--- src/gpio_pkg.sv ---
// Package with register indices, reset values, modes and pin carriers of the GPIO block.
package gpio_pkg;

	localparam int          PORT_W            = 8;
	localparam int          WB_DAT_W          = 32;
	localparam int          WB_ADR_W          = 18;
	localparam int          WB_SEL_W          = 4;
	localparam int          IDX_W             = 16;

	// Register indices; the byte address of each is four times its index.
	localparam logic [15:0] WIDE_DATA_IDX     = 16'hffd9;
	localparam logic [15:0] NARROW_DATA_IDX   = 16'hffda;
	localparam logic [15:0] WIDE_DIR_IDX      = 16'hffe9;
	localparam logic [15:0] NARROW_DIR_IDX    = 16'hffea;
	localparam logic [15:0] PULLUP_DIR_IDX    = 16'hfff0;
	localparam logic [15:0] PULLUP_EN_IDX     = 16'hfff1;
	localparam logic [15:0] POWER_MODE_IDX    = 16'hfff2;

	localparam logic [7:0]  WIDE_DATA_RST     = 8'h00;
	localparam logic [7:0]  WIDE_DIR_RST      = 8'h00;
	localparam logic [7:0]  NARROW_DATA_RST   = 8'h00;
	localparam logic [7:0]  NARROW_DIR_RST    = 8'h00;
	localparam logic [7:0]  PULLUP_DIR_RST    = 8'h00;
	localparam logic [7:0]  PULLUP_EN_RST     = 8'h00;
	localparam logic [7:0]  PULLUP_ON_RST     = 8'h00;
	localparam logic [7:0]  WRITE_ONLY_READ   = 8'hff;
	localparam logic [7:0]  NARROW_IMPL_MASK  = 8'hf8;
	localparam logic [31:0] UNMAPPED_READ     = 32'h0000_0000;
	localparam int          MODE_POS          = 0;
	localparam int          MODE_W            = 2;

	typedef enum logic [1:0] {
		MODE_ACTIVE,
		MODE_SUBACTIVE,
		MODE_SLEEP,
		MODE_STANDBY
	} power_mode_e;

	typedef struct packed {
		logic [7:0] dout;
		logic [7:0] oe;
	} pin_drive_s;

endpackage // gpio_pkg

--- src/gpio_ports.sv ---
// Two parallel GPIO ports and pull-up gating of a third port behind a Wishbone slave.
//
// Function
// - Pull-up on only for input with enable (pull-ups hold in sleep, whatever direction and enable say)
// - Output pin keeps pull-up off always (pull-ups hold in sleep, so a pin made output in sleep keeps its pull-up)
// - All pull-ups off after reset
// - Wide data register cleared by reset
// - Wide output bits read back data register
// - Wide input bits read pin level
// - Wide direction one is output, zero input
// - Wide direction resets zero, reads all ones
// - Pins high-z reset/standby, hold in sleep
// - Pull-up stays on, high level in standby
// - Narrow low three bits read zero
// - Narrow output bits read data register
// - Narrow input bits read pin level
// - Narrow direction bits seven to three
// - Narrow direction reads all ones
// - Reset clears narrow data and direction
//
// Our own choice: the Wishbone interface to the registers.
module gpio_ports
	import gpio_pkg::*;
(
	input  wire logic                clk,           // System clock, 100 MHz.
	input  wire logic                reset,         // Synchronous reset, active high.
	input  wire logic                wb_cyc_i,      // Wishbone cycle.
	input  wire logic                wb_stb_i,      // Wishbone strobe.
	input  wire logic                wb_we_i,       // Wishbone write enable.
	input  wire logic [WB_ADR_W-1:0] wb_adr_i,      // Wishbone byte address.
	input  wire logic [WB_SEL_W-1:0] wb_sel_i,      // Wishbone byte selects.
	input  wire logic [WB_DAT_W-1:0] wb_dat_i,      // Wishbone write data.
	output logic      [WB_DAT_W-1:0] wb_dat_o,      // Wishbone read data.
	output logic                     wb_ack_o,      // Wishbone acknowledge.
	input  wire logic [PORT_W-1:0]   wide_pin_i,    // Wide port pin levels.
	output pin_drive_s               wide_pin_o,    // Wide port drive value and enable.
	input  wire logic [PORT_W-1:0]   narrow_pin_i,  // Narrow port pin levels.
	output pin_drive_s               narrow_pin_o,  // Narrow port drive value and enable.
	output logic      [PORT_W-1:0]   pullup_on_o    // Pull-up port pull-up enables.
);

	logic [PORT_W-1:0]   wide_data_ff;
	logic [PORT_W-1:0]   wide_dir_ff;
	logic [PORT_W-1:0]   narrow_data_ff;
	logic [PORT_W-1:0]   narrow_dir_ff;
	logic [PORT_W-1:0]   pullup_port_direction_ff;
	logic [PORT_W-1:0]   pullup_port_pullup_enable_ff;
	power_mode_e         mode_ff;
	logic [PORT_W-1:0]   wide_meta_ff;
	logic [PORT_W-1:0]   wide_sync_ff;
	logic [PORT_W-1:0]   narrow_meta_ff;
	logic [PORT_W-1:0]   narrow_sync_ff;
	logic [PORT_W-1:0]   wide_out_ff;
	logic [PORT_W-1:0]   wide_oe_ff;
	logic [PORT_W-1:0]   narrow_out_ff;
	logic [PORT_W-1:0]   narrow_oe_ff;
	logic [PORT_W-1:0]   pullup_on_ff;
	logic                ack_ff;
	logic [WB_DAT_W-1:0] rd_data_ff;
	logic [WB_DAT_W-1:0] nxt_rd_data;
	logic [PORT_W-1:0]   nxt_wide_oe;
	logic [PORT_W-1:0]   nxt_narrow_oe;
	logic [PORT_W-1:0]   nxt_pullup_on;
	logic [PORT_W-1:0]   wide_read;
	logic [PORT_W-1:0]   narrow_read;
	logic                req;
	logic                wr_lane0;
	logic [IDX_W-1:0]    idx;

	assign req      = wb_cyc_i & wb_stb_i & ~ack_ff;
	assign wr_lane0 = req & wb_we_i & wb_sel_i[0];
	assign idx      = wb_adr_i[WB_ADR_W-1:2];

	// Two-flop synchronisers for the pin levels.
	always_ff @(posedge clk) begin
		if (reset) begin
			wide_meta_ff   <= '0;
			wide_sync_ff   <= '0;
			narrow_meta_ff <= '0;
			narrow_sync_ff <= '0;
		end else begin
			wide_meta_ff   <= wide_pin_i;
			wide_sync_ff   <= wide_meta_ff;
			narrow_meta_ff <= narrow_pin_i;
			narrow_sync_ff <= narrow_meta_ff;
		end
	end

	// Wide port data and direction registers.
	always_ff @(posedge clk) begin
		if (reset) begin
			wide_data_ff <= WIDE_DATA_RST;
			wide_dir_ff  <= WIDE_DIR_RST;
		end else if (wr_lane0) begin
			if (idx == WIDE_DATA_IDX) begin
				wide_data_ff <= wb_dat_i[PORT_W-1:0];
			end
			if (idx == WIDE_DIR_IDX) begin
				wide_dir_ff <= wb_dat_i[PORT_W-1:0];
			end
		end
	end

	// Narrow port registers; only bits seven to three are stored.
	always_ff @(posedge clk) begin
		if (reset) begin
			narrow_data_ff <= NARROW_DATA_RST;
			narrow_dir_ff  <= NARROW_DIR_RST;
		end else if (wr_lane0) begin
			if (idx == NARROW_DATA_IDX) begin
				narrow_data_ff <= wb_dat_i[PORT_W-1:0] & NARROW_IMPL_MASK;
			end
			if (idx == NARROW_DIR_IDX) begin
				narrow_dir_ff <= wb_dat_i[PORT_W-1:0] & NARROW_IMPL_MASK;
			end
		end
	end

	// Pull-up port control registers and the power mode register.
	always_ff @(posedge clk) begin
		if (reset) begin
			pullup_port_direction_ff     <= PULLUP_DIR_RST;
			pullup_port_pullup_enable_ff <= PULLUP_EN_RST;
			mode_ff                      <= MODE_ACTIVE;
		end else if (wr_lane0) begin
			if (idx == PULLUP_DIR_IDX) begin
				pullup_port_direction_ff <= wb_dat_i[PORT_W-1:0];
			end
			if (idx == PULLUP_EN_IDX) begin
				pullup_port_pullup_enable_ff <= wb_dat_i[PORT_W-1:0];
			end
			if (idx == POWER_MODE_IDX) begin
				mode_ff <= power_mode_e'(wb_dat_i[MODE_POS +: MODE_W]);
			end
		end
	end

	// Per-bit pin enables and pull-up gating.
	for (genvar i = 0; i < PORT_W; i++) begin : g_bit
		assign nxt_wide_oe[i]   = wide_dir_ff[i];
		assign nxt_narrow_oe[i] = narrow_dir_ff[i];
		assign nxt_pullup_on[i] = ~pullup_port_direction_ff[i]
			& pullup_port_pullup_enable_ff[i];
		assign wide_read[i]     = wide_dir_ff[i] ? wide_data_ff[i]
			: wide_sync_ff[i];
		assign narrow_read[i]   = narrow_dir_ff[i] ? narrow_data_ff[i]
			: narrow_sync_ff[i];
	end

	// Pin drivers follow the power mode: frozen in sleep, released in standby.
	always_ff @(posedge clk) begin
		if (reset) begin
			wide_out_ff   <= '0;
			wide_oe_ff    <= '0;
			narrow_out_ff <= '0;
			narrow_oe_ff  <= '0;
		end else begin
			case (mode_ff)
				MODE_ACTIVE, MODE_SUBACTIVE: begin
					wide_out_ff   <= wide_data_ff;
					wide_oe_ff    <= nxt_wide_oe;
					narrow_out_ff <= narrow_data_ff;
					narrow_oe_ff  <= nxt_narrow_oe;
				end
				MODE_SLEEP: begin
					wide_out_ff   <= wide_out_ff;
					wide_oe_ff    <= wide_oe_ff;
					narrow_out_ff <= narrow_out_ff;
					narrow_oe_ff  <= narrow_oe_ff;
				end
				MODE_STANDBY: begin
					wide_out_ff   <= wide_data_ff;
					wide_oe_ff    <= '0;
					narrow_out_ff <= narrow_data_ff;
					narrow_oe_ff  <= '0;
				end
				default: begin
					wide_out_ff   <= '0;
					wide_oe_ff    <= '0;
					narrow_out_ff <= '0;
					narrow_oe_ff  <= '0;
				end
			endcase
		end
	end

	// Pull-ups stay as configured in standby so a pulled pin sits high, and hold in sleep.
	always_ff @(posedge clk) begin
		if (reset) begin
			pullup_on_ff <= PULLUP_ON_RST;
		end else if (mode_ff != MODE_SLEEP) begin
			pullup_on_ff <= nxt_pullup_on;
		end
	end

	// Read data mux; unmapped addresses answer with zero.
	always_comb begin
		nxt_rd_data = UNMAPPED_READ;
		case (idx)
			WIDE_DATA_IDX:   nxt_rd_data[PORT_W-1:0] = wide_read;
			NARROW_DATA_IDX: nxt_rd_data[PORT_W-1:0] = narrow_read & NARROW_IMPL_MASK;
			WIDE_DIR_IDX:    nxt_rd_data[PORT_W-1:0] = WRITE_ONLY_READ;
			NARROW_DIR_IDX:  nxt_rd_data[PORT_W-1:0] = WRITE_ONLY_READ;
			PULLUP_DIR_IDX:  nxt_rd_data[PORT_W-1:0] = WRITE_ONLY_READ;
			PULLUP_EN_IDX:   nxt_rd_data[PORT_W-1:0] = pullup_port_pullup_enable_ff;
			POWER_MODE_IDX:  nxt_rd_data[MODE_POS +: MODE_W] = mode_ff;
			default:         nxt_rd_data = UNMAPPED_READ;
		endcase
	end

	// Bus answer: ack one cycle after the request, dropped the cycle after.
	always_ff @(posedge clk) begin
		if (reset) begin
			ack_ff     <= 1'b0;
			rd_data_ff <= '0;
		end else begin
			ack_ff <= req;
			if (req && !wb_we_i) begin
				rd_data_ff <= nxt_rd_data;
			end
		end
	end

	assign wb_ack_o          = ack_ff;
	assign wb_dat_o          = rd_data_ff;
	assign wide_pin_o        = '{dout: wide_out_ff, oe: wide_oe_ff};
	assign narrow_pin_o      = '{dout: narrow_out_ff, oe: narrow_oe_ff};
	assign pullup_on_o       = pullup_on_ff;
endmodule // gpio_ports
--- config.mk ---
export PLATFORM = sky130hd
export DESIGN_NAME = gpio_ports
export DESIGN_NICKNAME = d
export VERILOG_FILES = /design/src/gpio_pkg.sv /design/src/gpio_ports.sv
export SDC_FILE = /design/constraint.sdc
export NUM_CORES = 1
export LEC_CHECK = 0
export ABC_AREA = 1
export BUFFER_PORTS_ARGS = -buffer_cell sky130_fd_sc_hd__buf_2
export CAP_MARGIN = 20
export CORE_ASPECT_RATIO = 0.7
export CORE_MARGIN = 5
export CORE_UTILIZATION = 55
export DETAILED_ROUTE_END_ITERATION = 10
export PLACE_DENSITY = 0.85
export SYNTH_ARGS = -nofsm -noshare
export SYNTH_HDL_FRONTEND = slang
export SYNTH_SLANG_ARGS = --single-unit
--- constraint.sdc ---
create_clock -name clk -period 3.3 [get_ports clk]
set_input_delay 0 -clock clk [delete_from_list [all_inputs] [get_ports clk]]
set_output_delay 0 -clock clk [all_outputs]
set_load 0.01 [all_outputs]
==> flow_metrics.py <==
metrics = {
    "cells_and_area": {
        "num_antenna_cells": 0,
        "drive_gt1_frac": 0.2242,
        "syn2layout_area_growth_pct": 26.17,
        "nNetsFinal": 780,
        "fin_cells": 823,
    },
    "synthesis": {
        "synthArstFlopShare": 0,
        "synthesis.area_um2": 4713,
        "netlist_instances": 599,
        "ys_ff_latch": 113,
        "yosysWarningCount": 0,
        "yosysSeqAreaShare": 0.4800,
        "synth-edff-count": 0,
        "synth_cell_types": 30,
        "ys.flop_type": "dfxtp_1",
        "avgSynthCellArea_um2": 7.869,
    },
    "clocking": {
        "cts-resized-gates": 0,
        "postCtsHoldBufs": 23,
        "htree_levels": 4,
        "postCtsSetupRepairBufs": 0,
        "clkTransAtPathRegs_ps": 50,
        "clockRootBuffer": "clkbuf_16",
        "cts_buffers": 17,
        "cts_tree": "built",
        "clock_latency_ps": 410,
        "cts_sinks": 113,
        "clk_path_buf_depth": 2,
    },
    "floorplan": {
        "rows": 28,
        "die-area_um2": 10550,
        "fp.coreArea_um2": 8408,
        "initial_core_util": 0.5606,
        "dieHeight_um": 87.45,
        "pin_count": 148,
        "die_w_um": 120.6,
    },
    "pwr": {
        "p_total_mw": 3.519,
        "p_int_mw": 2.810,
        "p_seq_frac": 0.394,
        "sw_frac_of_total": 0.2015,
        "p_comb_frac": 0.044,
        "vdd_ir_drop_max_mv": 0.4556,
        "p_switching_uw": 709.0,
        "leakagePower_nw": 2.568,
        "p_per_area_nw_per_um2": 591.7,
        "power.share.clock": 0.562,
    },
    "worst_setup_path": {
        "crit_top_cell": "inv_1",
        "cp.arrival_ps": 2420,
        "slowest_delay_ps": 680,
        "rr_worst_depth": 6,
        "crit_chain": "inv_1, nor2_1, buf_4, inv_1, o21ai_0, a21oi_1",
        "timing.critical_path.buf_inv": 3,
        "crit_fanout": 34,
        "path_delay_family": "buffers and inverters",
        "cp-start-kind": "flop",
        "crit_type": "reg2reg",
        "cp.required_ps": 3620,
        "crit_path_top_delay_cell": "inv_1",
        "cp_num_cells": 6,
        "end_kind": "flop",
    },
    "grt": {
        "first_global_vias": 4210,
        "grt_use_total": 0.2351,
        "grt_max_degree": 73,
        "gr-total-overflow": 0,
        "antenna_found_initial": 0,
        "grt_pass1_wl_um": 19350,
    },
    "route": {
        "ant_nets": 0,
        "vias_per_cell": 5.010,
        "num_vias": 4123,
        "drt_first_pass_iters": 5,
        "wl_um": 11650,
        "drt-wirelength-per-cell_um": 14.16,
        "drt-initial-drc-count": 280,
        "drc": 0,
    },
    "timing": {
        "fin_skew_ps": 10.49,
        "fin_crit_ps": 2100,
        "max_freq_mhz": 476.3,
        "rsz0062_at_grt": "false",
        "fin_crit_sh": 0.6363,
        "fin_tns_setup_ps": 0,
        "slew_headroom": 0.3071,
        "finalMaxSlewViolations": 0,
        "final-setup-viol-count": 0,
        "tightest_slew_ps": 1038,
        "finalHoldViolations": 0,
    },
    "run": {
        "cap_violations": 0,
    },
    "place": {
        "hpwl_um": 8262,
        "dp.cells": 768,
        "io_buffers": 85,
        "gp_congestion": 0.8789,
    },
    "hold_path": {
        "holdPathStages": 5,
        "min_path_type": "in2reg",
    },
    "run_status": {
        "status": "finished clean",
    },
}
## state kept, by name (all words and copies together) (netlist names)
| register | flops |
|---|---|
| narrow_dir_ff | 5 |
| narrow_sync_ff | 5 |
| narrow_out_ff | 5 |
| wide_sync_ff | 8 |
| pullup_port_pullup_enable_ff | 8 |
| wb_ack_o | 1 |
| wide_data_ff | 8 |
| nxt_wide_oe | 8 |
| wide_out_ff | 8 |
| pullup_on_o | 8 |
| pullup_port_direction_ff | 8 |
| mode_ff | 2 |
| wide_meta_ff | 8 |
| narrow_meta_ff | 5 |
| narrow_data_ff | 5 |
| narrow_oe_ff | 5 |
| wb_dat_o | 8 |
| wide_oe_ff | 8 |
## through the flow
stage                     setup WS, ps  area [um^2]  hold slack (ps)  utilization
after global placement            1345         5072            197.8       0.6033
after floorplan                   1909         4822            107.0            -
final                             1200         5947            16.84       0.7073
after CTS                         1218         5947            12.10       0.7073
after detailed placement          1233         5072            207.2       0.6033
after global routing             882.5         5947            66.95       0.7073
## kinds of logic after synthesis
group / count (synthesis) / synth area share
muxes: 7 / 0.01487
buffers and inverters: 134 / 0.1335
DFF: 113 / 0.4800
and+or+nand+nor: 213 / 0.2124
other: 1 / 0.0007956
AOI/OAI and AO/OA: 131 / 0.1585
## path summary, 6_finish.rpt
kind	startpoint	end	slack [ps]
max reg2reg	mode_ff[1]	wide_out_ff[7]	1200
min reg2reg	wide_meta_ff[2]	wide_sync_ff[2]	400
min	wb_stb_i	wb_ack_o	20
max	mode_ff[1]	wide_out_ff[7]	1200
## layer usage
metal	part of all wire	up-vias	global-route usage
li1	-	2070	-
met1	0.43	1879	0.2776
met2	0.48	141	0.3999
met3	0.060	33	0.05844
met4	0.032	0	0.1224
met5	0	-	0
## power by group through the flow
stage	sequential (mW)	clock (mW)	combinational (mW)
after floorplan	1.41	0	0.105
after global placement	1.41	0	0.126
after detailed placement	1.41	0	0.131
after CTS	1.39	1.99	0.152
after global routing	1.39	2.06	0.173
final	1.39	1.98	0.156
## cell type report
type	count	area, um^2
Clock buffer	21	460.4
Clock inverter	11	183.9
Fill cell	636	2461
Inverter	82	307.8
Multi-Input combinational cell	381	1931
Sequential cell	113	2262
Tap cell	105	131.4
Timing Repair Buffer	110	670.6
## worst reg2reg max path: stages, from the launching register on
cell and delay [ps]:
dfxtp_1 310, inv_1 320, nor2_1 80, buf_4 220
inv_1 680, o21ai_0 220, a21oi_1 200
## synth_stat cells, types with 3 or more instances
cell | n | share of area
dfxtp_1 | 113 | 0.48
nand2_1 | 87 | 0.069
inv_1 | 77 | 0.061
nor2_1 | 64 | 0.051
a21oi_1 | 60 | 0.064
o21ai_0 | 46 | 0.049
buf_4 | 31 | 0.049
nand3_1 | 17 | 0.018
clkbuf_1 | 16 | 0.013
nor3_1 | 13 | 0.014
a211oi_2 | 8 | 0.021
nor2_2 | 8 | 0.011
mux2i_1 | 7 | 0.015
o21ai_1 | 7 | 0.0074
nor2_4 | 6 | 0.014
a211oi_1 | 5 | 0.0080
a21oi_2 | 5 | 0.0093
inv_2 | 5 | 0.0040
nand4_1 | 5 | 0.0066
nand2_2 | 4 | 0.0053
nand3_2 | 3 | 0.0064
## cell usage in the layout (no fill, tap or decap), types with 7 or more instances in the layout
master / instances
conb_1: 30
inv_1: 77
clkbuf_16: 17
nor3_1: 13
nand2_1: 87
nand3_1: 17
o21ai_1: 7
mux2i_1: 7
a21oi_1: 60
a211oi_2: 8
dlygate4sd3_1: 23
o21ai_0: 46
dfxtp_1: 113
nor2_2: 8
buf_2: 85
nor2_1: 64
Note: power is estimated with default switching activity, not from simulation.
